## config.mk

```make
export PLATFORM = sky130hd
export DESIGN_NAME = phy_strap_led_diag_control
export DESIGN_NICKNAME = d
export VERILOG_FILES = /design/src/pkg/phy_diag_pkg.sv /design/src/rtl/phy_strap_led_diag_control.sv
export SDC_FILE = /design/constraint.sdc
export NUM_CORES = 1
export LEC_CHECK = 0
export ABC_AREA = 1
export BUFFER_PORTS_ARGS = -buffer_cell sky130_fd_sc_hd__buf_2
export CAP_MARGIN = 20
export CORE_MARGIN = 8
export CORE_UTILIZATION = 56
export DETAILED_ROUTE_END_ITERATION = 8
export GPL_ROUTABILITY_DRIVEN = 0
export GPL_TIMING_DRIVEN = 0
export PLACE_DENSITY_LB_ADDON = 0.15
export SLEW_MARGIN = 20
export SYNTH_ARGS = -nofsm -noshare
export SYNTH_HDL_FRONTEND = slang
export SYNTH_SLANG_ARGS = --single-unit
```

## constraint.sdc

```tcl
create_clock -name clk_sys -period 1.9 [get_ports clk_sys]
set_input_delay 0.19 -clock clk_sys [delete_from_list [all_inputs] [get_ports clk_sys]]
set_output_delay 0.19 -clock clk_sys [all_outputs]
set_load 0.02 [all_outputs]
```

## src/pkg/phy_diag_pkg.sv

```systemverilog
// Shared constants and types for the strap, LED and diagnostic block
package phy_diag_pkg;
  localparam int CLK_HZ = 10_000_000;
  // Management register offsets
  localparam logic [4:0] REG_BASIC_MODE = 5'h00;
  localparam logic [4:0] REG_STATUS     = 5'h10;
  localparam logic [4:0] REG_LED_OVR    = 5'h18;
  localparam logic [4:0] REG_PHY_CTRL   = 5'h19;
  localparam logic [4:0] REG_DIAG       = 5'h1B;
  // Field positions
  localparam int BASIC_MODE_CONTROL_LOOPBACK = 14;
  localparam int BASIC_MODE_CONTROL_SPEED    = 13;
  localparam int BASIC_MODE_CONTROL_ISOLATE  = 10;
  localparam int BASIC_MODE_CONTROL_DUPLEX   = 8;
  localparam logic [15:0] BASIC_MODE_CONTROL_WR_MASK = 16'h6500;
  localparam logic [15:0] BASIC_MODE_CONTROL_RESET   = 16'h0000;
  localparam int PHY_CONTROL_LED_LSB    = 5;
  localparam int PHY_CONTROL_PSR15      = 11;
  localparam int PHY_CONTROL_BUILT_IN_SELFTEST_START = 9;
  localparam int PHY_CONTROL_BUILT_IN_SELFTEST_STAT  = 8;
  localparam int DIAG_CONT        = 5;
  localparam int DIAG_ERR_LSB     = 8;
  localparam int STS_LOOPBACK     = 3;
  localparam int LEDOVR_EN_LSB    = 3;
  // Strap default from the pin pulls
  localparam logic [4:0] ADDR_STRAP_DEFAULT = 5'h01;
  // Timing
  localparam int LINK_PULSES_NEEDED = 7;
  localparam int LED_BLINK_MS       = 50;
  localparam int LINK_LOSS_MS       = 150;
  localparam int BLINK_HALF_CYCLES  = CLK_HZ / 1000 * LED_BLINK_MS;
  localparam int LINK_LOSS_CYCLES   = CLK_HZ / 1000 * LINK_LOSS_MS;
  // Self-test
  localparam logic [14:0] LFSR_SEED = 15'h7FFF;
  localparam int BUILT_IN_SELFTEST_BURST_MSB = 6;
  localparam int FIFO_DEPTH = 8;
  localparam int NIBBLE_W   = 4;

  typedef struct packed {
    logic [3:0] rxd;
    logic       dv;
    logic       er;
  } mii_rx_t;

  typedef enum {MD_IDLE, MD_PRE, MD_HDR, MD_TA, MD_DATA} mdio_state_t;
endpackage

```

## src/rtl/phy_strap_led_diag_control.sv

```systemverilog
// Strap capture, isolate, LED, duplex, loopback and self-test logic
// Operation
// - Address straps are captured into phy_control[4:0] at reset release.
// - Strapped address zero forces isolate; a management write of zero does not.
// - Unstrapped address pins resolve to 00001.
// - basic_mode_control bit 10 also selects isolate.
// - Isolate ignores MII transmit, floats MII outputs, keeps management alive.
// - Isolate sends no packet data; media keeps idles or link pulses.
// - phy_control bits 6:5 pick LED mode: x1 mode 1, 00 mode 2, 10 mode 3.
// - Link indicator steady in mode 1; blinks with activity in modes 2 and 3.
// - 10 Mb/s link after seven pulses or a valid packet; loss timer drops it.
// - Speed indicator on at 100 Mb/s, off at 10 Mb/s, every mode.
// - Activity/collision indicator shows activity in mode 1, collision in mode 2.
// - Mode 3 activity/collision indicator shows full duplex.
// - Each LED polarity follows its strap level: low strap means active high.
// - led_override_control overrides LEDs; reads return the register, not pins.
// - Half duplex asserts CRS for transmit and receive.
// - Full duplex drops collision reporting and CRS follows receive only.
// - Loopback bit routes transmit to receive, mutes media, shows status bit 3.
// - Self-test sends 9 or 15 bit pseudo-random data, checked by local LFSR.
// - Self-test status starts failed, passes on match, latches fail until restart.
// - diag_selftest_control bit 5 selects uninterrupted self-test transmit.
// - Self-test mismatches are counted in diag_selftest_control bits 15:8.
`timescale 1ns/10ps

module nibble_fifo #(
  parameter int WIDTH = 4,
  parameter int DEPTH = 8
)
(
  // Clock and reset
  input  wire logic             clk_sys,
  input  wire logic             arst_n,
  // Fill side
  input  wire logic             in_valid,
  input  wire logic [WIDTH-1:0] in_data,
  output logic                  in_ready,
  // Drain side
  output logic                  out_valid,
  output logic      [WIDTH-1:0] out_data,
  input  wire logic             out_ready
);
  localparam int AW = $clog2(DEPTH);
  logic [WIDTH-1:0] mem [DEPTH];
  logic [AW:0]      wr_ptr;
  logic [AW:0]      rd_ptr;
  wire              push = in_valid & in_ready;
  wire              pop  = out_valid & out_ready;
  wire              full = (wr_ptr[AW] != rd_ptr[AW]) && (wr_ptr[AW-1:0] == rd_ptr[AW-1:0]);

  assign in_ready  = !full;
  assign out_valid = wr_ptr != rd_ptr;
  assign out_data  = mem[rd_ptr[AW-1:0]];

  always_ff @(posedge clk_sys)
  begin
    if (push)
      mem[wr_ptr[AW-1:0]] <= in_data;
  end

  always_ff @(posedge clk_sys or negedge arst_n)
  begin
    if (!arst_n)
    begin
      wr_ptr <= '0;
      rd_ptr <= '0;
    end
    else
    begin
      if (push)
        wr_ptr <= wr_ptr + 1'b1;
      if (pop)
        rd_ptr <= rd_ptr + 1'b1;
    end
  end
endmodule

module phy_strap_led_diag_control
  import phy_diag_pkg::*;
#(
  parameter int BLINK_HALF = BLINK_HALF_CYCLES,
  parameter int LINK_LOSS  = LINK_LOSS_CYCLES
)
(
  // Clock and reset
  input  wire logic       clk_sys,
  input  wire logic       arst_n,
  // Straps
  input  wire logic [4:0] strap_port_address,
  input  wire logic [2:0] strap_led_level,
  // MII transmit from the MAC
  input  wire logic [3:0] mii_txd,
  input  wire logic       mii_tx_en,
  // MII toward the MAC
  output logic            mii_tx_clk,
  output mii_rx_t         mii_rx,
  output logic            mii_crs,
  output logic            mii_col,
  output logic            mii_out_oe,
  // Management
  input  wire logic       mdc,
  input  wire logic       mdio_in,
  output logic            mdio_out,
  output logic            mdio_oe,
  // Media side
  input  wire logic       med_link_pulse,
  input  wire logic       med_valid_packet,
  input  wire logic       med_signal_detect,
  input  wire logic       med_rx_active,
  input  wire logic [3:0] med_rx_data,
  input  wire logic       med_rx_valid,
  output logic      [3:0] med_tx_data,
  output logic            med_tx_valid,
  input  wire logic       med_tx_ready,
  output logic            med_tx_idle_fill,
  // Indicators
  output logic            link_indicator,
  output logic            speed_indicator,
  output logic            activity_collision_indicator,
  // Transmit buffer
  output logic            tx_fifo_ready
);
  // Management, MII transmit and strap pins cross in through two flops
  logic [14:0] pin_meta;
  logic [14:0] pin_sync;
  always_ff @(posedge clk_sys or negedge arst_n)
  begin
    if (!arst_n)
    begin
      pin_meta <= '0;
      pin_sync <= '0;
    end
    else
    begin
      pin_meta <= {mdc, mdio_in, mii_tx_en, mii_txd, strap_port_address, strap_led_level};
      pin_sync <= pin_meta;
    end
  end
  wire       s_mdc     = pin_sync[14];
  wire       s_mdio    = pin_sync[13];
  wire       s_tx_en   = pin_sync[12];
  wire [3:0] s_txd     = pin_sync[11:8];
  wire [4:0] s_straps  = pin_sync[7:3];
  wire [2:0] s_led_str = pin_sync[2:0];

  // Register state
  logic [4:0]  port_addr;
  logic        strap_iso;
  logic [2:0]  led_pol;
  logic [1:0]  strap_cnt;
  logic [15:0] basic_mode_control;
  logic [1:0]  led_mode_select;
  logic        prbs_length_select;
  logic        built_in_selftest_start;
  logic        built_in_selftest_status;
  logic        err_latched;
  logic [5:0]  led_override_control;
  logic        selftest_continuous;
  logic [7:0]  err_count;
  logic        reg_wr;
  logic [4:0]  reg_addr;
  logic [15:0] wr_data;
  logic        link_up;

  wire loopback    = basic_mode_control[BASIC_MODE_CONTROL_LOOPBACK];
  wire speed100    = basic_mode_control[BASIC_MODE_CONTROL_SPEED];
  wire duplex_full = basic_mode_control[BASIC_MODE_CONTROL_DUPLEX];
  wire isolate     = strap_iso | basic_mode_control[BASIC_MODE_CONTROL_ISOLATE];
  wire ctrl_wr     = reg_wr && reg_addr == REG_PHY_CTRL;

  // Straps settle after the synchroniser, so capture waits two cycles
  always_ff @(posedge clk_sys or negedge arst_n)
  begin
    if (!arst_n)
    begin
      strap_cnt <= 2'h0;
      port_addr <= ADDR_STRAP_DEFAULT;
      strap_iso <= 1'b0;
      led_pol   <= 3'h0;
    end
    else if (strap_cnt != 2'h3)
    begin
      strap_cnt <= strap_cnt + 2'h1;
      if (strap_cnt == 2'h2)
      begin
        port_addr <= s_straps;
        strap_iso <= s_straps == 5'h00;
        led_pol   <= s_led_str;
      end
    end
    else if (ctrl_wr)
      port_addr <= wr_data[4:0];
  end

  // Software registers
  always_ff @(posedge clk_sys or negedge arst_n)
  begin
    if (!arst_n)
    begin
      basic_mode_control   <= BASIC_MODE_CONTROL_RESET;
      led_mode_select      <= 2'h0;
      prbs_length_select   <= 1'b0;
      built_in_selftest_start           <= 1'b0;
      led_override_control <= 6'h00;
      selftest_continuous  <= 1'b0;
    end
    else if (reg_wr)
    begin
      case (reg_addr)
        REG_BASIC_MODE: basic_mode_control <= wr_data & BASIC_MODE_CONTROL_WR_MASK;
        REG_LED_OVR:    led_override_control <= wr_data[5:0];
        REG_DIAG:       selftest_continuous <= wr_data[DIAG_CONT];
        REG_PHY_CTRL:
        begin
          led_mode_select    <= wr_data[PHY_CONTROL_LED_LSB+1:PHY_CONTROL_LED_LSB];
          prbs_length_select <= wr_data[PHY_CONTROL_PSR15];
          built_in_selftest_start         <= wr_data[PHY_CONTROL_BUILT_IN_SELFTEST_START];
        end
        default: ;
      endcase
    end
  end

  // Management frames: sampled on rising MDC, answered after it
  mdio_state_t md_state;
  logic        mdc_d;
  logic [4:0]  md_cnt;
  logic [12:0] md_hdr;
  logic [15:0] md_shift;
  logic        md_own;
  logic        md_rd;
  logic [15:0] rd_data;
  wire         mdc_rise = s_mdc & !mdc_d;
  wire [12:0]  hdr_next = {md_hdr[11:0], s_mdio};
  wire         hdr_read = hdr_next[11:10] == 2'b10;
  wire         hdr_wr   = hdr_next[11:10] == 2'b01;
  wire         hdr_own  = hdr_next[12] && hdr_next[9:5] == port_addr;

  assign rd_data =
      reg_addr == REG_BASIC_MODE ? basic_mode_control :
      reg_addr == REG_STATUS ? {12'h000, loopback, duplex_full, !speed100, link_up} :
      reg_addr == REG_LED_OVR ? {10'h000, led_override_control} :
      reg_addr == REG_PHY_CTRL ? {4'h0, prbs_length_select, 1'b0, built_in_selftest_start,
                                  built_in_selftest_status, 1'b0, led_mode_select, port_addr} :
      reg_addr == REG_DIAG ? {err_count, 2'h0, selftest_continuous, 5'h00} :
      16'h0000;

  always_ff @(posedge clk_sys or negedge arst_n)
  begin
    if (!arst_n)
    begin
      md_state <= MD_IDLE;
      mdc_d    <= 1'b0;
      md_cnt   <= 5'h00;
      md_hdr   <= 13'h0000;
      md_shift <= 16'h0000;
      md_own   <= 1'b0;
      md_rd    <= 1'b0;
      mdio_out <= 1'b0;
      mdio_oe  <= 1'b0;
      reg_wr   <= 1'b0;
      reg_addr <= 5'h00;
      wr_data  <= 16'h0000;
    end
    else
    begin
      mdc_d  <= s_mdc;
      reg_wr <= 1'b0;
      if (mdc_rise)
      begin
        case (md_state)
          MD_IDLE: if (s_mdio) md_state <= MD_PRE;
          MD_PRE:
            if (!s_mdio)
            begin
              md_state <= MD_HDR;
              md_cnt   <= 5'h00;
            end
          MD_HDR:
          begin
            md_hdr <= hdr_next;
            md_cnt <= md_cnt + 5'h01;
            if (md_cnt == 5'd12)
            begin
              md_state <= MD_TA;
              md_cnt   <= 5'h00;
              md_own   <= hdr_own & (hdr_read | hdr_wr);
              md_rd    <= hdr_read;
              reg_addr <= hdr_next[4:0];
            end
          end
          MD_TA:
          begin
            md_cnt <= md_cnt + 5'h01;
            if (md_own && md_rd)
            begin
              mdio_oe  <= 1'b1;
              mdio_out <= md_cnt == 5'h00 ? 1'b0 : rd_data[15];
              md_shift <= {rd_data[14:0], 1'b0};
            end
            if (md_cnt == 5'h01)
            begin
              md_state <= MD_DATA;
              md_cnt   <= 5'h00;
            end
          end
          MD_DATA:
          begin
            md_cnt <= md_cnt + 5'h01;
            if (md_rd)
            begin
              mdio_out <= md_shift[15];
              md_shift <= {md_shift[14:0], 1'b0};
            end
            else
              md_shift <= {md_shift[14:0], s_mdio};
            if (md_cnt == 5'd15)
            begin
              md_state <= MD_IDLE;
              mdio_oe  <= 1'b0;
              reg_wr   <= md_own & !md_rd;
              wr_data  <= {md_shift[14:0], s_mdio};
            end
          end
          default: md_state <= MD_IDLE;
        endcase
      end
    end
  end

  // Self-test generator and checker
  logic [14:0] gen_lfsr;
  logic [14:0] chk_lfsr;
  logic [6:0]  burst_cnt;
  logic        fifo_out_valid;
  logic [3:0]  fifo_out_data;

  function automatic logic [14:0] lfsr_step4(input logic [14:0] s, input logic p15);
    logic [14:0] v;
    v = s;
    for (int i = 0; i < 4; i++)
      v = p15 ? {v[13:0], v[14] ^ v[13]} : {6'h00, v[7:0], v[8] ^ v[4]};
    return v;
  endfunction

  wire       gen_valid  = selftest_continuous | !burst_cnt[BUILT_IN_SELFTEST_BURST_MSB];
  wire       tx_active  = s_tx_en & !isolate;
  wire [3:0] src_data   = built_in_selftest_start ? gen_lfsr[3:0] : s_txd;
  wire       src_valid  = built_in_selftest_start ? gen_valid : tx_active;
  wire [3:0] rx_word    = loopback ? fifo_out_data : med_rx_data;
  wire       rx_wvalid  = loopback ? fifo_out_valid : med_rx_valid;
  wire       chk_valid  = built_in_selftest_start & rx_wvalid;
  wire       miscompare = chk_valid && rx_word != chk_lfsr[3:0];

  always_ff @(posedge clk_sys or negedge arst_n)
  begin
    if (!arst_n)
    begin
      gen_lfsr    <= LFSR_SEED;
      chk_lfsr    <= LFSR_SEED;
      burst_cnt   <= 7'h00;
      built_in_selftest_status <= 1'b0;
      err_latched <= 1'b0;
      err_count   <= 8'h00;
    end
    else
    begin
      if (!built_in_selftest_start)
      begin
        gen_lfsr  <= LFSR_SEED;
        chk_lfsr  <= LFSR_SEED;
        burst_cnt <= 7'h00;
      end
      else
      begin
        burst_cnt <= burst_cnt + 7'h01;
        if (gen_valid && tx_fifo_ready)
          gen_lfsr <= lfsr_step4(gen_lfsr, prbs_length_select);
        if (chk_valid)
          chk_lfsr <= lfsr_step4(chk_lfsr, prbs_length_select);
      end
      if (miscompare)
        built_in_selftest_status <= 1'b0;
      else if (chk_valid && !err_latched && !ctrl_wr)
        built_in_selftest_status <= 1'b1;
      if (ctrl_wr)
        err_latched <= miscompare;
      else if (miscompare)
        err_latched <= 1'b1;
      if (ctrl_wr)
        err_count <= {7'h00, miscompare};
      else if (miscompare && err_count != 8'hFF)
        err_count <= err_count + 8'h01;
    end
  end

  // Transmit buffer; loopback drains it to the MII receive side
  nibble_fifo #(.WIDTH(NIBBLE_W), .DEPTH(FIFO_DEPTH)) u_tx_fifo (
    .clk_sys   (clk_sys),
    .arst_n    (arst_n),
    .in_valid  (src_valid),
    .in_data   (src_data),
    .in_ready  (tx_fifo_ready),
    .out_valid (fifo_out_valid),
    .out_data  (fifo_out_data),
    .out_ready (loopback | med_tx_ready)
  );
  assign med_tx_data      = fifo_out_data;
  assign med_tx_valid     = fifo_out_valid & !loopback & !isolate;
  assign med_tx_idle_fill = !med_tx_valid;

  // Link detection at 10 Mb/s
  logic [23:0] loss_cnt;
  logic [2:0]  nlp_cnt;
  logic        link_10;
  wire         loss_out = loss_cnt == 24'(LINK_LOSS - 1);
  assign link_up = speed100 ? med_signal_detect : link_10;
  always_ff @(posedge clk_sys or negedge arst_n)
  begin
    if (!arst_n)
    begin
      loss_cnt <= 24'h000000;
      nlp_cnt  <= 3'h0;
      link_10  <= 1'b0;
    end
    else if (med_valid_packet)
    begin
      loss_cnt <= 24'h000000;
      link_10  <= 1'b1;
    end
    else if (med_link_pulse)
    begin
      loss_cnt <= 24'h000000;
      if (nlp_cnt == 3'(LINK_PULSES_NEEDED - 1))
        link_10 <= 1'b1;
      else
        nlp_cnt <= nlp_cnt + 3'h1;
    end
    else if (loss_out)
    begin
      nlp_cnt <= 3'h0;
      link_10 <= 1'b0;
    end
    else
      loss_cnt <= loss_cnt + 24'h000001;
  end

  // Duplex-dependent carrier and collision
  wire rx_active = loopback ? fifo_out_valid : med_rx_active;
  wire col_now   = !duplex_full & tx_active & rx_active;
  wire crs_now   = rx_active | (!duplex_full & tx_active);
  always_ff @(posedge clk_sys or negedge arst_n)
  begin
    if (!arst_n)
    begin
      mii_rx     <= '0;
      mii_crs    <= 1'b0;
      mii_col    <= 1'b0;
      mii_tx_clk <= 1'b0;
    end
    else
    begin
      mii_rx     <= '{rxd: rx_word, dv: rx_wvalid, er: 1'b0};
      mii_crs    <= crs_now;
      mii_col    <= col_now;
      mii_tx_clk <= !mii_tx_clk;
    end
  end
  assign mii_out_oe = !isolate;

  // Blink rate; slow enough to see, far too slow to simulate at full value
  logic [23:0] blink_cnt;
  logic        blink_phase;
  always_ff @(posedge clk_sys or negedge arst_n)
  begin
    if (!arst_n)
    begin
      blink_cnt   <= 24'h000000;
      blink_phase <= 1'b0;
    end
    else if (blink_cnt == 24'(BLINK_HALF - 1))
    begin
      blink_cnt   <= 24'h000000;
      blink_phase <= !blink_phase;
    end
    else
      blink_cnt <= blink_cnt + 24'h000001;
  end

  // LED selection, override and polarity
  wire       activity = tx_active | rx_active;
  wire       mode1    = led_mode_select[0];
  wire       mode3    = led_mode_select[1] & !led_mode_select[0];
  wire       link_ind = mode1 ? link_up : link_up & !(activity & blink_phase);
  wire       act_ind  = mode1 ? activity : (mode3 ? duplex_full : col_now);
  wire [2:0] led_val  = {act_ind, speed100, link_ind};
  logic [2:0] led_q;
  for (genvar i = 0; i < 3; i++)
  begin : g_led
    wire drive = led_override_control[LEDOVR_EN_LSB + i] ? led_override_control[i]
                                                          : led_val[i];
    always_ff @(posedge clk_sys or negedge arst_n)
    begin
      if (!arst_n)
        led_q[i] <= 1'b0;
      else
        led_q[i] <= drive ^ led_pol[i];
    end
  end
  assign link_indicator    = led_q[0];
  assign speed_indicator   = led_q[1];
  assign activity_collision_indicator = led_q[2];
endmodule

```

### Word-level counts from Yosys, hierarchy flattened

Memories as Yosys holds them, arrays and structs flattened.
Cells that the tools add are included.

| cells by class | value |
|---|---|
| add/subtract/negate cells | 9 |
| equality and inequality tests | 37 |
| mux-type cells | 75 |
| bitwise gates (word level) | 40 |
| reductions and logical operators | 52 |

Operators by type and width:

| operator | count |
|---|---|
| 2-to-1 mux 15 bit | 12 |
| 2-to-1 mux 32 bit | 5 |
| one-hot mux 32 bit (5 select lines) | 1 |
| 2-to-1 mux 16 bit | 6 |
| 2-to-1 mux 24 bit | 4 |
| == test 32 x 2 -> 1 bit, second input constant | 2 |
| adder 24 x 1 -> 24 bit, second input constant | 2 |
| == test 32 x 1 -> 1 bit, second input constant | 1 |
| == test 32 x 3 -> 1 bit, second input constant | 1 |
| zero test 32 bit | 1 |
| one-hot mux 16 bit (2 select lines) | 1 |
| 2-to-1 mux 5 bit | 6 |
| 2-to-1 mux 1 bit | 29 |
| == test 24 x 19 -> 1 bit, second input constant | 1 |
| == test 24 x 21 -> 1 bit, second input constant | 1 |
| == test 5 bit, second input constant | 4 |
| one-hot mux 5 bit (4 select lines) | 1 |
| XOR 1 bit | 19 |
| inequality test 2 bit, second input constant | 9 |
| 2-to-1 mux 8 bit | 2 |
| AND reduction 2 bit | 8 |
| zero test 1 bit | 15 |
| zero test 5 bit | 3 |
| AND reduction 3 bit | 5 |
| other kinds (32) | 74 |

| storage, ports and cells | value |
|---|---|
| bits in registers | 266 |
| bits in writable memories | 32 |
| output and inout port bits | 22 |
| memories kept | 1 |

Memory list:

| memory | words | width | read ports | clocked after Yosys merged registers in | wr ports | line | RTL |
|---|---|---|---|---|---|---|---|
| u_tx_fifo.mem | 8 | 4 | 1 | 0 | 1 | phy_strap_led_diag_control.sv:44 | `logic [WIDTH-1:0] mem [DEPTH];` |

### Logic depth before layout (Yosys ltp)

| depth | value |
|---|---|
| depth after elaboration | 10 |
| mapped depth | 16 |
| mapped depth without buffers | 15 |

### Cells and area by module

From an unflattened synthesis, not the netlist that was laid out.

| unflattened totals | value |
|---|---|
| cells, all modules | 1462 |
| area, all modules | 12773.5 um^2 |

Modules (own cells, without submodules):

| module | instances | cells an instance | area an instance (um^2) | seq. area each (um^2) |
|---|---|---|---|---|
| phy_strap_led_diag_control | 1 | 1287 | 10956.8 | 5719.2 |
| nibble_fifo | 1 | 175 | 1816.7 | 1161.1 |

### Least setup slack after synthesis

No wires, ideal clock.

| timing path | value |
|---|---|
| path kind | register to register |
| from | reg u_tx_fifo.rd_ptr[1] |
| to | mem u_tx_fifo.mem[2][0] (enable) |
| setup time | 329 ps |
| data arrival time | 1706 ps |
| setup slack | -135 ps |
| stages on the path, launching flop included | 11 |
| period minus slack after synthesis | 2035 ps |
| cells stage by stage | dfrtp_1 > buf_4 > xnor2_1 > nand2_1 > nor2_2 > nand2_1 > nand2_1 > inv_2 > o21ai_2 > or2_2 > nor2_1 |

| between the ends | value |
|---|---|
| longest elaborated chain between the ends | 6 |

Ends and longest elaborated chain:

| what | line | RTL |
|---|---|---|
| start, declared | phy_strap_led_diag_control.sv:46 | `logic [AW:0] rd_ptr;` |
| start signal, assigned | phy_strap_led_diag_control.sv:73 | `rd_ptr <= rd_ptr + 1'b1;` |
| == test 3 bit | phy_strap_led_diag_control.sv:49 | `wire full = (wr_ptr[AW] != rd_ptr[AW]) && (wr_ptr[AW-1:0] == rd_ptr[AW-1:0]);` |
| logical AND 1 bit | phy_strap_led_diag_control.sv:49 |  |
| zero test 1 bit | phy_strap_led_diag_control.sv:51 | `assign in_ready = !full;` |
| net tx_fifo_ready | phy_strap_led_diag_control.sv:121 | `output logic tx_fifo_ready` |
| AND 1 bit | phy_strap_led_diag_control.sv:47 | `wire push = in_valid & in_ready;` |
| 2-to-1 mux 1 bit | phy_strap_led_diag_control.sv:57 | `if (push)` |
| 2-to-1 mux 1 bit (implied by the code) | phy_strap_led_diag_control.sv:58 | `mem[wr_ptr[AW-1:0]] <= in_data;` |
| end, declared | phy_strap_led_diag_control.sv:44 |  |

The timed path passes the listed nets, and every way through them passes these cells.

### Worst setup path after layout

| timing path | value |
|---|---|
| from | reg u_tx_fifo.rd_ptr[0] |
| to | out tx_fifo_ready |

| between the ends | value |
|---|---|
| longest elaborated chain between the ends | 3 |

Ends and longest elaborated chain:

| what | line |
|---|---|
| == test 3 bit | phy_strap_led_diag_control.sv:49 |
| logical AND 1 bit | phy_strap_led_diag_control.sv:49 |
| zero test 1 bit | phy_strap_led_diag_control.sv:51 |
| end, declared | phy_strap_led_diag_control.sv:121 |

No other way between the ends.

==> run metrics <==
Crit path largest cell delay 0.39 ns; worst endpoint required time 1.71 ns; fin crit period 2.03 ns; CTS tree done; most frequent cells in the layout nand2_1, dfrtp_1, inv_1, o21ai_0, nor2_1; CP startpoint u_tx_fifo.rd_ptr[0]$_DFFE_PN0P_; Reg power frac 40.4%; sequential area share after synthesis 55.9%; FP Rows 54; status finished, violations left; worst slew pin tran 0.602 ns; Multi-input gate area 5030 µm²; vias in the first global route 9605; worst-path cell chain buf_6 > xnor2_2 > nand2_2 > nor2_4 > buf_6 > nand2_8 > buf_6; clock share of power 36.5%; Hold Path End nlp_cnt[1]$_DFFE_PN0P_; CTS sink cnt 267; Post-synth EDFFs 32; Worst Setup Start Kind flip-flop; Worst R2R Path Depth 13; Buffers & Inverters on Critical Path 3; FF-to-FF Start u_tx_fifo.rd_ptr[2]$_DFFE_PN0P_; # setup viols final 41; VDD IR max 0.678 mV; share of cells above drive strength 1 23.6%; die width 164 µm; FF+latch count, synth 267; Sw Pwr 4.90 mW; Total Routing Usage GR 20.9%; Logic pwr share 23.1%; Cell Area, Placed 13000 µm²; most used cell, CP buf_6; maxcap violations 0; P_leak 7.12 nW; mapped cell area 12300 µm²; initial core utilization 56.7%; Area Growth Syn to Fin 23.6%; worst hold path class in -> reg; FILL cells 1623; failing checks negative setup slack; final instance area 15200 µm²; top cell family by delay on the critical path buffers and inverters; CP Data Arrival Time 1.84 ns; Tcrit/Tclk final 107%; final setup margin -0.129 ns; WL final 28.8 mm; sw frac 30.3%; # diodes 0; Die Area 27000 µm²; Async SR Flop Fraction 88.0%; WS Path Type reg -> out; Synth area leaders dfrtp_1, nand2_1, edfxtp_1; core box area 21700 µm²; Worst Skew 0.00603 ns; Achievable Freq 493 MHz; final net count 1557; CP Capture Type output pin; wire length of the first global-routing pass 46.6 mm; Yosys top cell area share 41.5%; CP Max Fanout 6; Synth warnings 0; clock-pin slew on the worst setup and hold paths 0.06 ns; pins over their slew limit 0; clk root buf clkbuf_16; DR pass1 iterations 5; gr ovfl total 0; FF-to-FF setup slack -0.11 ns; Num CTS Buffers 28; Cells after Synth 1370; DRC 0; worst skew pair latency 0.54 ns; Synth Net Count 1412; leading cell type in the layout, fill and taps excluded nand2_1; clk buf depth 3; RSZ-0062 raised after global routing true; syn avg cell area 8.98 µm²; cell area power density 1060 nW/µm²; post-route ant nets 0; I/O Buffers 47; via count 9902; Reg-to-Reg End err_count[1]$_DFFE_PN0P_; Internal 11.3 mW; Final Hold Fails 0; Hold Worst Slack 0.0517 ns; leading area contributor after synthesis dfrtp_1; Die Ht 164 µm; fin util 70.1%; Register Area 6890 µm²; slew margin rel. 59.7%; largest net degree at the start of global routing 93; Post-synth top flop dfrtp_1; Post-DP HPWL 18.6 mm; 1st-iter DRT viols 880; initial antenna violation count 0; Via density 5.45; CTS HTree Levels 1; Cell variety after synth 60; drt wl/cell 15.8 µm; worst hold path cell count 3; hold_sp med_valid_packet; slowest library cell on the worst path dfrtp_1; # IOs 49
## cell families (layout without fill, tap and decap cells)
| family | after synthesis | count (layout) | synth area share (%) |
|---|---|---|---|
| AO/OA/AOI/OAI | 277 | 278 | 12.8 |
| XOR/XNOR | 27 | 27 | 1.92 |
| adder cells (fa/ha/maj) | 15 | 15 | 1.53 |
| buffers and inverters | 243 | 408 | 7.82 |
| flip-flops | 267 | 267 | 55.9 |
| multiplexers | 2 | 2 | 0.183 |
| other | 1 | 1 | 0.0305 |
| AND/OR/NAND/NOR | 538 | 539 | 19.8 |
## synth_stat cells, types with 2 or more instances
master / count
nand2_1: 270
dfrtp_1: 204
inv_1: 200
o21ai_0: 130
nor2_1: 97
a21oi_1: 78
nand3_1: 70
nor3_1: 34
edfxtp_1: 32
dfstp_2: 31
a22oi_1: 21
xor2_1: 21
clkbuf_1: 18
ha_1: 15
nand4_1: 13
nor2_2: 11
buf_2: 10
nor4_1: 8
o22ai_1: 8
a31oi_1: 7
nand2_2: 7
nand3_2: 7
o211ai_1: 7
inv_2: 6
xnor2_1: 6
buf_6: 3
clkinv_1: 3
nor2_4: 3
nor3b_1: 3
o221ai_1: 3
o311ai_0: 3
or2_2: 3
a2111oi_0: 2
and3_1: 2
buf_4: 2
mux2_2: 2
nand2_4: 2
nand3b_1: 2
nor3_4: 2
o21ai_1: 2
o21ai_2: 2
o31ai_1: 2
## how the worst max path moves through the flow
stage,end,slack (ns),cells past startpoint
2_1_floorplan,u_tx_fifo.mem[6][0]$_DFFE_PP_,-0.007,10
3_3_place_gp,pin_meta[7]$_DFF_PN0_,-3.50,1
3_5_place_dp,u_tx_fifo.mem[6][1]$_DFFE_PP_,-0.64,5
4_1_cts,med_tx_valid,-0.12,8
5_1_grt,err_count[1]$_DFFE_PN0P_,-0.24,17
6_report,tx_fifo_ready,-0.13,7
## sequential cells by signal, indices dropped and copies added, names as in the netlist, 6 cells and up
signal                cells
pin_sync                 15
err_count                 8
burst_cnt                 7
md_shift                 16
pin_meta                 15
chk_lfsr                 15
u_tx_fifo.mem            32
loss_cnt                 24
wr_data                  13
blink_cnt                24
led_override_control      6
gen_lfsr                 15
md_hdr                   12
## cell type report
cell class / count / area share [%]
Inverter: 210 / 5.27
Buffer: 32 / 1.33
Tap cell: 280 / 2.31
Clock buffer: 32 / 5.05
Multi-Input combinational cell: 862 / 33.1
Clock inverter: 20 / 1.58
Timing Repair Buffer: 114 / 6.04
Sequential cell: 267 / 45.3
## metal layers
layer,track usage [%],wire length [µm]
met5,0,0
met2,32.9,13600
met4,5.70,574
met3,3.88,1800
met1,29.3,12800
## power by group through the flow
| stage | clock (mW) | combinational (mW) | sequential [mW] |
|---|---|---|---|
| floorplan | 0 | 1.75 | 6.55 |
| global placement | 0 | 2.43 | 6.58 |
| detailed placement | 0 | 2.50 | 6.59 |
| CTS | 5.97 | 3.27 | 6.51 |
| global route | 6.20 | 4.06 | 6.59 |
| finish | 5.90 | 3.73 | 6.54 |
## metrics by stage
step | TNS (ns) | total power [mW] | std cells | worst slack [ns]
2_1_floorplan | -0.117 | 8.30 | 1370 | -0.00732
3_3_place_gp | -802.42 | 9.01 | 1697 | -3.50
3_5_place_dp | -31.38 | 9.09 | 1699 | -0.640
4_1_cts | -2.77 | 15.8 | 1795 | -0.125
5_1_grt | -9.36 | 16.9 | 1817 | -0.240
6_report | -3.02 | 16.2 | 1817 | -0.129
## worst min-delay path: cells and delay by family
| kind | cells | cell delay (ns) |
|---|---|---|
| AO/OA/AOI/OAI | 2 | 0.27 |
| buffers and inverters | 1 | 0.09 |
## repair_timing
item                                    CTS  global route
pin swaps                                28            34
setup buffers                            21            21
endpoints found under the setup margin  145           184
hold buffers                             22             0
endpoints found under the hold margin    81             0
gates resized for setup                 100            97
cloned                                    2             1
Note: power is estimated with default switching activity, not from simulation.
